File: src/rtl/irq_ctrl_defs.vh
// Register map, field positions and reset values of the dual-level interrupt controller
`ifndef IRQ_CTRL_DEFS_VH
`define IRQ_CTRL_DEFS_VH
`define NSTA_ADDR 32'hffff0000
`define NRAW_ADDR 32'hffff0004
`define NEN_ADDR 32'hffff0008
`define NCLR_ADDR 32'hffff000c
`define SWI_ADDR 32'hffff0010
`define VBASE_ADDR 32'hffff0014
`define VEC_ADDR 32'hffff001c
`define PRIA_ADDR 32'hffff0020
`define PRIB_ADDR 32'hffff0024
`define PRIC_ADDR 32'hffff0028
`define NEST_ADDR 32'hffff0030
`define INSV_ADDR 32'hffff003c
`define FSTA_ADDR 32'hffff0100
`define FRAW_ADDR 32'hffff0104
`define FEN_ADDR 32'hffff0108
`define FCLR_ADDR 32'hffff010c
`define SWI_FAST_BIT 2
`define SWI_NORM_BIT 1
`define SRC_SWI 1
`define NUM_SRC 20
`define NEST_NORM_BIT 0
`define NEST_FAST_BIT 1
`define VEC_BASE_LSB 7
`define VEC_SRC_LSB 2
`define ZERO32 32'h00000000
`define PRIA_MASK 32'h07777070
`define PRIB_MASK 32'h77777700
`define PRIC_MASK 32'h00007777
`endif

File: src/rtl/dual_level_irq_ctrl.v
// Dual-level interrupt controller with APB registers and optional vectored nesting
// How it works
// - In plain mode normal request is OR of all masked normal status bits.
// - Raw normal status follows peripheral request lines; read only.
// - Writing 1 to normal enable sets mask bit; 0 ignored; readable.
// - Each 1 written to normal mask-clear clears that enable bit.
// - Masked normal status is raw AND enable except the software part of bit 1; plain mode has no vector.
// - OR of fast masked bits 31..1 is fast request and bit 0 of both raws.
// - Setting fast enable bit clears the same normal enable bit.
// - Setting normal enable bit clears the same fast enable bit.
// - Raw fast status follows peripheral fast request lines.
// - Writing 1 to fast enable sets mask bit; 0 never disables.
// - Each 1 written to fast mask-clear clears that fast enable bit.
// - Masked fast status is raw fast AND fast enable, except the software part of bit 1.
// - Software register bit 2 drives fast bit 1, raw and masked, unmaskable.
// - Software register bit 1 drives normal bit 1, raw and masked.
// - Nesting control bit 0 enables normal vectoring; bit 1 (fast) is stored only.
// - Vectored mode nests eight levels, normal type only; fast above normal.
// - Each prioritizable source gets a software priority 0 to 7.
// - Vector base holds 16 bits; upper bits read zero.
// - Vector register gives base at 22:7, source number at 6:2.
// - Priority 0 is highest, 7 lowest.
// - Reading vector sets in-service bit; that level and lower blocked.
// - With nesting off both levels work unprioritised; fast stays above.
`timescale 1ns/1ps
`default_nettype none
`include "irq_ctrl_defs.vh"
// Register map, all full 32-bit byte addresses
// 0xffff0000 normal masked status, read only
// 0xffff0004 normal raw status, read only
// 0xffff0008 normal enable, write ones to set
// 0xffff000c normal enable clear, write only
// 0xffff0010 software request bits, write only
// 0xffff0014 vector base, low 16 bits kept
// 0xffff001c active vector, read only
// 0xffff0020 priority fields, first group
// 0xffff0024 priority fields, second group
// 0xffff0028 priority fields, third group
// 0xffff0030 nesting control, two bits
// 0xffff003c in-service levels, eight bits
// 0xffff0100 fast masked status, read only
// 0xffff0104 fast raw status, read only
// 0xffff0108 fast enable, write ones to set
// 0xffff010c fast enable clear, write only
//
// Timing
// Bus has no wait states and never signals an error
// Writes land at the access edge
// Reads are combinational while the address is held
// Source lines reach status two edges after they change
// Software bits reach status one edge after the write
// Both requests to the core are combinational from flops
//
// Mask handling
// The two enable sets never share a bit
// Setting a bit on one level drops it on the other
// Otherwise clearing is done only through the clear registers
// Zero bits in any write leave the masks alone
//
// Fast level
// Fast bit 0 is the OR of fast masked bits 31 to 1
// That OR also shows as bit 0 of the normal raw status
// So a pending fast request can be seen by normal software
// Fast bit 0 is only an echo, never an input of the OR
//
// Vectored mode
// Enabled by nesting bit 0; only normal sources vector
// Fast nesting bit is stored but has no effect here
// Lower priority value is more urgent
// Ties go to the lowest source number
// Sources 0 and 16 to 19 have no priority field
// Such sources always sit at the most urgent level
// A vector read marks its level in service
// A marked level blocks itself and every lower level
// Clearing releases only the most urgent marked level
// Software must release levels in nesting order
//
// Hazards
// Vector read outside vectored mode gives the current best source but marks no level
// Sources above 19 count in status but never vector
// Reserved priority bits are dropped on write
// Raw status has no reset of its own beyond the sync flops
// Unmapped reads return zero, unmapped writes are lost
//
module dual_level_irq_ctrl (
   input wire ref_clk_i,
   input wire rst_i,
   input wire psel_i,
   input wire penable_i,
   input wire pwrite_i,
   input wire [31:0] paddr_i,
   input wire [31:0] pwdata_i,
   output reg [31:0] prdata_o,
   output wire pready_o,
   output wire pslverr_o,
   input wire [31:0] normal_src_i,
   input wire [31:0] fast_src_i,
   output wire normal_irq_o,
   output wire fast_interrupt_o
);

   // Synchronised source lines
   reg [31:0] nsrc_meta_r;
   reg [31:0] nsrc_r;
   reg [31:0] fsrc_meta_r;
   reg [31:0] fsrc_r;
   // Software-visible state
   reg [31:0] normal_irq_enable_set_r;
   reg [31:0] fast_irq_enable_set_r;
   reg [1:0] software_interrupt_config_r;
   reg [15:0] vector_table_base_r;
   reg [31:0] priority_config_a_r;
   reg [31:0] priority_config_b_r;
   reg [31:0] priority_config_c_r;
   reg [1:0] nesting_control_r;
   reg [7:0] in_service_priority_r;

   wire [31:0] normal_irq_raw_status;
   wire [31:0] fast_irq_raw_status;
   wire [31:0] normal_irq_masked_status;
   wire [31:0] fast_irq_masked_status;
   wire fast_any;
   wire [31:1] fast_masked_hi;
   wire wr_en;
   wire rd_en;

   // Priority of a normal source; source 0 cannot be prioritised
   function [2:0] src_prio;
      input [4:0] idx;
      input [31:0] pa;
      input [31:0] pb;
      input [31:0] pc;
      begin
         case (idx)
            5'h01: src_prio = pa[6:4];
            5'h02: src_prio = pa[14:12];
            5'h03: src_prio = pa[18:16];
            5'h04: src_prio = pa[22:20];
            5'h05: src_prio = pa[26:24];
            5'h06: src_prio = pb[10:8];
            5'h07: src_prio = pb[14:12];
            5'h08: src_prio = pb[18:16];
            5'h09: src_prio = pb[22:20];
            5'h0a: src_prio = pb[26:24];
            5'h0b: src_prio = pb[30:28];
            5'h0c: src_prio = pc[2:0];
            5'h0d: src_prio = pc[6:4];
            5'h0e: src_prio = pc[10:8];
            5'h0f: src_prio = pc[14:12];
            default: src_prio = 3'h0;
         endcase
      end
   endfunction

   // Two-stage synchroniser for peripheral request lines
   always @(posedge ref_clk_i or posedge rst_i) begin
      if (rst_i) begin
         nsrc_meta_r <= `ZERO32;
         nsrc_r <= `ZERO32;
         fsrc_meta_r <= `ZERO32;
         fsrc_r <= `ZERO32;
      end else begin
         nsrc_meta_r <= normal_src_i;
         nsrc_r <= nsrc_meta_r;
         fsrc_meta_r <= fast_src_i;
         fsrc_r <= fsrc_meta_r;
      end
   end

   assign fast_masked_hi = {fsrc_r[31:2] & fast_irq_enable_set_r[31:2],
                            software_interrupt_config_r[1] | (fsrc_r[1] & fast_irq_enable_set_r[1])};
   // fast request from bits 31..1; bit 0 is raw echo AND its enable
   assign fast_any = |fast_masked_hi;
   assign fast_irq_masked_status = {fast_masked_hi, fast_any & fast_irq_enable_set_r[0]};
   assign fast_interrupt_o = fast_any;
   // raw fast status with software bit
   assign fast_irq_raw_status = {fsrc_r[31:2], software_interrupt_config_r[1] | fsrc_r[1], fast_any};
   assign normal_irq_raw_status = {nsrc_r[31:2], software_interrupt_config_r[0] | nsrc_r[1], fast_any};
   assign normal_irq_masked_status = {normal_irq_raw_status[31:2] & normal_irq_enable_set_r[31:2],
                                      software_interrupt_config_r[0] | (nsrc_r[1] & normal_irq_enable_set_r[1]),
                                      fast_any & normal_irq_enable_set_r[0]};

   // Highest priority active normal source; strict compare keeps lowest index
   reg [4:0] best_idx;
   reg [2:0] best_pri;
   reg best_vld;
   reg [3:0] blk_lvl;
   integer i;
   always @* begin
      best_idx = 5'h00;
      best_pri = 3'h7;
      best_vld = 1'b0;
      blk_lvl = 4'h8;
      // lowest set in-service bit bounds the allowed levels
      for (i = 7; i >= 0; i = i - 1) begin
         if (in_service_priority_r[i]) begin
            blk_lvl = i[3:0];
         end
      end
      for (i = 0; i < `NUM_SRC; i = i + 1) begin
         if (normal_irq_masked_status[i] &&
             ({1'b0, src_prio(i[4:0], priority_config_a_r, priority_config_b_r, priority_config_c_r)} < blk_lvl) &&
             (!best_vld || src_prio(i[4:0], priority_config_a_r, priority_config_b_r, priority_config_c_r) < best_pri)) begin
            best_vld = 1'b1;
            best_idx = i[4:0];
            best_pri = src_prio(i[4:0], priority_config_a_r, priority_config_b_r, priority_config_c_r);
         end
      end
   end

   // normal request; nesting blocks levels in service
   assign normal_irq_o = nesting_control_r[`NEST_NORM_BIT] ? best_vld : |normal_irq_masked_status;

   // APB: zero wait states, no error
   assign pready_o = 1'b1;
   assign pslverr_o = 1'b0;
   assign wr_en = psel_i & penable_i & pwrite_i;
   assign rd_en = psel_i & penable_i & ~pwrite_i;

   // Lowest set in-service bit, the only one clearable
   reg [7:0] isr_low;
   integer k;
   always @* begin
      isr_low = 8'h00;
      for (k = 7; k >= 0; k = k - 1) begin
         if (in_service_priority_r[k]) begin
            isr_low = 8'h01 << k;
         end
      end
   end

   // Register writes and side effects
   always @(posedge ref_clk_i or posedge rst_i) begin
      if (rst_i) begin
         normal_irq_enable_set_r <= `ZERO32;
         fast_irq_enable_set_r <= `ZERO32;
         software_interrupt_config_r <= 2'h0;
         vector_table_base_r <= 16'h0000;
         priority_config_a_r <= `ZERO32;
         priority_config_b_r <= `ZERO32;
         priority_config_c_r <= `ZERO32;
         nesting_control_r <= 2'h0;
         in_service_priority_r <= 8'h00;
      end else begin
         if (wr_en) begin
            if (paddr_i == `NEN_ADDR) begin
               normal_irq_enable_set_r <= normal_irq_enable_set_r | pwdata_i;
               fast_irq_enable_set_r <= fast_irq_enable_set_r & ~pwdata_i;
            end else if (paddr_i == `NCLR_ADDR) begin
               normal_irq_enable_set_r <= normal_irq_enable_set_r & ~pwdata_i;
            end else if (paddr_i == `FEN_ADDR) begin
               fast_irq_enable_set_r <= fast_irq_enable_set_r | pwdata_i;
               normal_irq_enable_set_r <= normal_irq_enable_set_r & ~pwdata_i;
            end else if (paddr_i == `FCLR_ADDR) begin
               fast_irq_enable_set_r <= fast_irq_enable_set_r & ~pwdata_i;
            end else if (paddr_i == `SWI_ADDR) begin
               software_interrupt_config_r <= {pwdata_i[`SWI_FAST_BIT], pwdata_i[`SWI_NORM_BIT]};
            end else if (paddr_i == `VBASE_ADDR) begin
               vector_table_base_r <= pwdata_i[15:0];
            end else if (paddr_i == `PRIA_ADDR) begin
               priority_config_a_r <= pwdata_i & `PRIA_MASK;
            end else if (paddr_i == `PRIB_ADDR) begin
               priority_config_b_r <= pwdata_i & `PRIB_MASK;
            end else if (paddr_i == `PRIC_ADDR) begin
               priority_config_c_r <= pwdata_i & `PRIC_MASK;
            end else if (paddr_i == `NEST_ADDR) begin
               nesting_control_r <= pwdata_i[1:0];
            end else if (paddr_i == `INSV_ADDR) begin
               // Only the lowest set in-service bit clears per write
               in_service_priority_r <= in_service_priority_r & ~(isr_low & pwdata_i[7:0]);
            end
         end else if (rd_en && paddr_i == `VEC_ADDR && nesting_control_r[`NEST_NORM_BIT] && best_vld) begin
            // vector read marks level in service
            // one bit per level, eight levels
            in_service_priority_r <= in_service_priority_r | (8'h01 << best_pri);
         end
      end
   end

   // Read data mux
   always @* begin
      // Unmapped and write-only places read zero
      prdata_o = `ZERO32;
      // Status, enables, base, vector, priority, nesting, fast group
      if (paddr_i == `NSTA_ADDR) begin
         prdata_o = normal_irq_masked_status;
      end else if (paddr_i == `NRAW_ADDR) begin
         prdata_o = normal_irq_raw_status;
      end else if (paddr_i == `NEN_ADDR) begin
         prdata_o = normal_irq_enable_set_r;
      end else if (paddr_i == `VBASE_ADDR) begin
         prdata_o = {16'h0000, vector_table_base_r};
      end else if (paddr_i == `VEC_ADDR) begin
         // base and source number; valid only with nesting on
         prdata_o = {9'h000, vector_table_base_r, best_idx, 2'h0};
      end else if (paddr_i == `PRIA_ADDR) begin
         prdata_o = priority_config_a_r;
      end else if (paddr_i == `PRIB_ADDR) begin
         prdata_o = priority_config_b_r;
      end else if (paddr_i == `PRIC_ADDR) begin
         prdata_o = priority_config_c_r;
      end else if (paddr_i == `NEST_ADDR) begin
         prdata_o = {30'h00000000, nesting_control_r};
      end else if (paddr_i == `INSV_ADDR) begin
         prdata_o = {24'h000000, in_service_priority_r};
      end else if (paddr_i == `FSTA_ADDR) begin
         prdata_o = fast_irq_masked_status;
      end else if (paddr_i == `FRAW_ADDR) begin
         prdata_o = fast_irq_raw_status;
      end else if (paddr_i == `FEN_ADDR) begin
         prdata_o = fast_irq_enable_set_r;
      end
   end

endmodule
`default_nettype wire

File: config.mk
export PLATFORM = sky130hd
export DESIGN_NAME = dual_level_irq_ctrl
export DESIGN_NICKNAME = d
export VERILOG_FILES = /design/src/rtl/dual_level_irq_ctrl.v
export VERILOG_INCLUDE_DIRS = /design/src /design/src/rtl
export SDC_FILE = /design/constraint.sdc
export NUM_CORES = 1
export LEC_CHECK = 0
export ABC_AREA = 1
export BUFFER_PORTS_ARGS = -buffer_cell sky130_fd_sc_hd__clkbuf_2
export CELL_PAD_IN_SITES_DETAIL_PLACEMENT = 1
export CELL_PAD_IN_SITES_GLOBAL_PLACEMENT = 2
export CORE_UTILIZATION = 35
export CTS_CLUSTER_SIZE = 8
export DETAILED_ROUTE_END_ITERATION = 6
export GPL_TIMING_DRIVEN = 0
export PLACE_DENSITY = 0.84
export SETUP_SLACK_MARGIN = 0.5
export SYNTH_ARGS = -nofsm -noshare
export SYNTH_HDL_FRONTEND = slang
export SYNTH_SLANG_ARGS = --single-unit
File: constraint.sdc
create_clock -name ref_clk_i -period 19.2 [get_ports ref_clk_i]
set_input_delay 2.88 -clock ref_clk_i [delete_from_list [all_inputs] [get_ports ref_clk_i]]
set_output_delay 2.88 -clock ref_clk_i [all_outputs]
set_load 0.02 [all_outputs]
# After elaboration in Yosys (flattened, before gate mapping)
# Cells that the tools add are included.
# totals
inputBits	133
output_inout_bits	36
ff_bits	265
word_cells	312
# op_classes
n_shift	1
bitwise	32
reduce_logical	94
eq_ne	28
muxes	109
n_lt_le_gt_ge	35
# op_table
op	count
$mux 32	20
$eq 32x32->1 const B	16
$mux 8	21
$mux 5	18
$and 32x32->32	2
$or 32x32->32	2
$and 30x30->30	2
$lt 3x4->1	15
$mux 3	20
$lt 3x3->1	15
$logic_and 1x1->1	42
$mux 4	8
$not 32->32	1
$reduce_or 32->1	1
$reduce_or 31->1	1
$mux 1	22
$ne 2x2->1 const B	11
$logic_not 1->1	19
$logic_or 1x1->1	19
$and 8x8->8	2
$lt 1x3->1 const A	4
$reduce_and 12->1	1
$reduce_and 11->1	1
$not 1->1	10
16 further kinds	26

# Depth between registers and ports, before layout
# depth
ltp_word	92
mapped_depth	154

# Worst setup path before layout
# No wires, ideal clock.
# synth_path
path_kind	reg2out
start	register fsrc_r[1]
end	output port prdata_o[2]
path_slack_ns	1.560
t_arrival_ns	14.760
stages_incl_launch_ff	128
path_cell_list	dfrtp_1 -> a21oi_2 -> nand2_2 -> nor3_1 -> nand2_1 -> nand2_1 -> nor2_1 -> ha_1 -> o21ai_0 -> nand2_1 -> nand4_1 -> nand4_2 -> o21ai_1 -> a21boi_0 -> ha_1 -> a21oi_1 -> nand2_1 -> nand2_2 -> (+92 left out) -> ha_1 -> a21oi_1 -> nand2_2 -> nand2_2 -> nand2_2 -> nand2_1 -> nand2_2 -> nand3_4 -> nand3_2 -> nand2_1 -> nand2_1 -> nand2_1 -> nand2_1 -> nand2_1 -> nand2_1 -> nand2_1 -> nand2_1 -> a21oi_2
# synth_via
elab_chain_cells	87
elab_cells_between_ends	143
classes_between	order compare (19); mux (62); bitwise (3); reduce/logical (59)
# synth_rtl
item	line	rtl
from (decl)	dual_level_irq_ctrl.v:106	reg [31:0] fsrc_r;
from (signal assigned)	dual_level_irq_ctrl.v:161	fsrc_r <= `ZERO32;
from (signal assigned)	dual_level_irq_ctrl.v:166	fsrc_r <= fsrc_meta_r;
$and 1x1->1 (*)	dual_level_irq_ctrl.v:171	software_interrupt_config_r[1] | (fsrc_r[1] & fast_irq_enable_set_r[1])};
$or 1x1->1 (*)	dual_level_irq_ctrl.v:171	
$reduce_or 31->1 (*)	dual_level_irq_ctrl.v:173	assign fast_any = |fast_masked_hi;
net fast_interrupt_o	dual_level_irq_ctrl.v:99	output wire fast_interrupt_o
$and 1x1->1 (*)	dual_level_irq_ctrl.v:181	fast_any & normal_irq_enable_set_r[0]};
$logic_and 1x1->1 (*)	dual_level_irq_ctrl.v:201	if (normal_irq_masked_status[i] &&
$mux 3 or $mux 1 (tied branches)	dual_level_irq_ctrl.v:201	
$lt 3x3->1 or $logic_not 1->1 (tied branches)	dual_level_irq_ctrl.v:203	(!best_vld || src_prio(i[4:0], priority_config_a_r, priority_config_b_r, priority_config_c_r) < best_pri)) beg ...
(+72 left out)	--	
$logic_or 1x1->1	dual_level_irq_ctrl.v:203	
$logic_and 1x1->1	dual_level_irq_ctrl.v:202	({1'b0, src_prio(i[4:0], priority_config_a_r, priority_config_b_r, priority_config_c_r)} < blk_lvl) &&
$mux 5 (*)	dual_level_irq_ctrl.v:201	
$mux 32 (*)	dual_level_irq_ctrl.v:293	end else if (paddr_i == `VEC_ADDR) begin
$mux 32 (*)	dual_level_irq_ctrl.v:291	end else if (paddr_i == `VBASE_ADDR) begin
$mux 32 (*)	dual_level_irq_ctrl.v:289	end else if (paddr_i == `NEN_ADDR) begin
$mux 32 (*)	dual_level_irq_ctrl.v:287	end else if (paddr_i == `NRAW_ADDR) begin
$mux 32 (*)	dual_level_irq_ctrl.v:285	if (paddr_i == `NSTA_ADDR) begin
to (decl)	dual_level_irq_ctrl.v:93	output reg [31:0] prdata_o,
# Mark *: on every way through the listed nets, which the timed path passes. The rest lies on a longest branch.

==> summary.txt <==
Placed design
  – I/O Buffers: 164
  – Placed instance area: 16300 µm²
  – Gp weighted congestion: 0.938
  – HPWL Detailed: 51400 µm

Clock network
  – Cts bufs inserted: 38
  – CTS tree: done
  – Cts hold-fix bufs: 0
  – Clock Tree Buf Depth: 3
  – # clock sinks: 261
  – Root Driver: clkbuf_16
  – Worst-path clk slew: 0.05 ns
  – Clk Latency, worst-skew pair: 0.53 ns
  – H-tree depth: 2

Logic synthesis
  – Post-synthesis mux area share: 0.687%
  – Ys async rst share: 100%
  – Post-synth EDFFs: 0
  – Yosys top cell area share: 44.3%
  – Synth area leaders: dfrtp_1 44%, nand2_1 11%, o21ai_0 7.8%
  – Mean Syn Cell Area: 7.76 µm²
  – Post-synthesis cell type count: 53
  – Area fraction in compound gates after synthesis: 18.6%
  – Cells after Synth: 1900
  – Simple-gate share of the synthesized area: 24.1%
  – Seq/Total Area, Yosys: 44.3%
  – #FFs+latches synth: 261
  – Warnings from Yosys: 0
  – Top_reg_cell synth: dfrtp_1
  – Combinational family with the most area after synthesis: simple AND/OR/NAND/NOR gates
  – Cell taking the most area after synthesis: dfrtp_1
  – Mapped Nets: 2084
  – Most instantiated cells after synthesis: 441 x nand2_1, 261 x dfrtp_1, 231 x o21ai_0
  – Synthesized cell area: 14700 µm²
  – Xor and xnor fraction of the mapped netlist area: 0%
  – Synth Area in Adders: 4.33%
  – Most frequent cell after synthesis: nand2_1

Timing
  – Fmax: 55.4 MHz
  – Slew HR: 25.7%
  – Final Hold Fails: 0
  – Clk_skew: 0.0143 ns
  – Min Clock Period, post-route: 18.05 ns
  – RSZ-0062 raised after global routing: yes
  – Worst-Margin Slew: 1.11 ns
  – # setup viols final: 0
  – Final period util: 94.0%
  – Slew Limit Fails: 0

Power and ir drop
  – P_sw: 661 µW
  – Clock power share: 31.6%
  – Sw Share: 35.0%
  – Comb power frac: 37.4%
  – Pint: 1.23 mW
  – Leakage: 9.09 nW
  – Maximum VDD drop: 67.2 µV
  – Register share of total power: 31.0%
  – Final Total Pwr: 1.89 mW
  – Pwr per Cell Area: 101 nW/µm²

Global route
  – Total track usage: 31.0%
  – Met2 Usage GRT: 52.7%
  – Busiest layer in global routing: met2
  – Gr ovfl total: 0
  – Routing usage on met3: 4.37%
  – Largest net degree at the start of global routing: 98
  – First-pass GRT wire length: 99200 µm
  – Met1 usage: 39.3%
  – Vias in the first global route: 15900
  – Initial antenna violation count: 2

Flow run
  – Max-Cap Viols: 0

Detailed routing
  – Vias: 15200
  – Detailed Route Iter0 Violations: 1060
  – DR WL/cell: 24.5 µm
  – Total Wirelength: 66700 µm
  – Final ANT Viol Nets: 0
  – Remaining DRCs: 0
  – Via density per instance: 5.61
  – Iteration count of the initial detailed-routing pass: 5

Cells and area
  – # diodes: 0
  – Layout net count: 2366
  – Final Instance Area: 18800 µm²
  – Seq. cell area: 6530 µm²
  – Area growth syn-to-layout: 27.1%
  – Area of the multi-input gates: 7850 µm²
  – Layout cells sized above 1: 23.3%
  – Layout fillers: 4996

Worst setup path
  – CP max stage delay: 0.41 ns
  – CP top delay family: simple AND/OR/NAND/NOR gates
  – Crit path required time: 16.32 ns
  – CP max FO: 6
  – Worst Path Buf+Inv: 21
  – Cell mode on critical path: nand2_2
  – WS Path Type: reg -> out
  – Critical Path AT: 15.17 ns
  – Worst Setup End Kind: output port
  – CP startpoint kind: register
  – CP max-delay cell: dfrtp_1

Outcome
  – Status: completed

Die
  – Row cnt: 74
  – Core area: 41200 µm²
  – Die area: 43000 µm²
  – I/O pin cnt: 169
  – Die H: 207 µm
  – Initial Util: 35.8%
  – Die width: 207 µm

Hold path
  – HP Class: reg -> reg
  – Hold Path Origin: nsrc_meta_r[3]
-- area by class of cell --
| class | count | area share [%] |
|---|---|---|
| multi-input combinational | 1343 | 41.8 |
| sequential | 261 | 34.8 |
| timing repair buffer | 242 | 8.00 |
| clock buffer | 42 | 5.26 |
| inverter | 226 | 4.58 |
| tap | 532 | 3.55 |
| buffer | 70 | 1.75 |
| clock inverter | 2 | 0.173 |
-- timing repair --
| item | 4_1_cts | 5_1_grt |
|---|---|---|
| buffers inserted | 56 | 20 |
| pin swaps | 91 | 110 |
| setup endpoints to repair | 5 | 5 |
| gates resized for setup | 128 | 83 |
| hold endpoints to repair | 0 | 0 |
-- path summary, 6_finish.rpt --
check / to / slack, ns / cells past startpoint
worst max-delay path: prdata_o[2] / 1.15 / 146
worst min-delay path: nsrc_r[3] / 0.34 / 0
worst max register to register: in_service_priority_r[0] / 4.75 / 139
worst min register to register: nsrc_r[3] / 0.34 / 0
max in group asynchronous: in_service_priority_r[2] / 15.88 / 3
min in group asynchronous: fsrc_meta_r[29] / 2.38 / 2
-- power by group through the flow --
stage,clock [mW],combinational (mW),sequential [mW]
6_report,0.597,0.705,0.586
5_1_grt,0.626,0.782,0.587
4_1_cts,0.606,0.623,0.585
3_5_place_dp,0,0.448,0.594
3_3_place_gp,0,0.435,0.593
2_1_floorplan,0,0.325,0.586
-- logic make-up (layout without fill, tap and decap cells) --
logic type	count (synthesis)	count (layout)
AOI/OAI and AO/OA	472	472
adders and majority gates	51	51
muxes	9	9
other	2	2
and+or+nand+nor	809	809
DFF	261	261
buffers and inverters	296	582
-- cells in the final DEF (no fill, tap or decap), types with 7 or more instances in the layout --
master | synthesis | layout
clkbuf_16 | 0 | 39
buf_4 | 2 | 71
nand2_2 | 35 | 70
o2111ai_1 | 9 | 9
nor4_1 | 7 | 7
inv_1 | 209 | 207
a22o_2 | 10 | 10
ha_1 | 51 | 37
clkbuf_2 | 0 | 159
nor2_1 | 165 | 157
o21ai_0 | 231 | 213
nor3_1 | 16 | 14
nand3_1 | 91 | 85
nand3_2 | 4 | 8
o21ai_4 | 0 | 12
buf_6 | 0 | 10
o21ai_2 | 0 | 8
ha_4 | 0 | 14
inv_2 | 4 | 10
o211ai_1 | 30 | 30
a22oi_1 | 8 | 8
a22o_1 | 10 | 10
dfrtp_1 | 261 | 261
a21oi_1 | 101 | 96
nand2_4 | 16 | 32
mux2_2 | 9 | 9
nand2_1 | 441 | 384
nand4_1 | 20 | 20
nor2_2 | 3 | 10
clkbuf_1 | 56 | 59
a31oi_1 | 26 | 25
-- per-layer routing --
metal | part of all wire (%) | up-vias
li1 | - | 6904
met1 | 42 | 7743
met2 | 48 | 457
met3 | 5.3 | 137
met4 | 4.7 | 4
met5 | 0.034 | -
-- per-stage QoR --
| step | setup slack [ns] | TNS [ns] | hold WS (ns) | util (%) | cells |
|---|---|---|---|---|---|
| after floorplan | 1.56 | 0 | 0.331 | - | 1900 |
| after global placement | -1.77 | -7.85 | 0.333 | 39.4 | 2596 |
| after detailed placement | -2.19 | -9.93 | 0.336 | 39.6 | 2598 |
| after CTS | 0.506 | 0 | 0.346 | 44.3 | 2698 |
| after global routing | 0.117 | 0 | 0.345 | 45.5 | 2718 |
| final | 1.15 | 0 | 0.339 | 45.5 | 2718 |
Note: power is estimated with default switching activity, not from simulation.
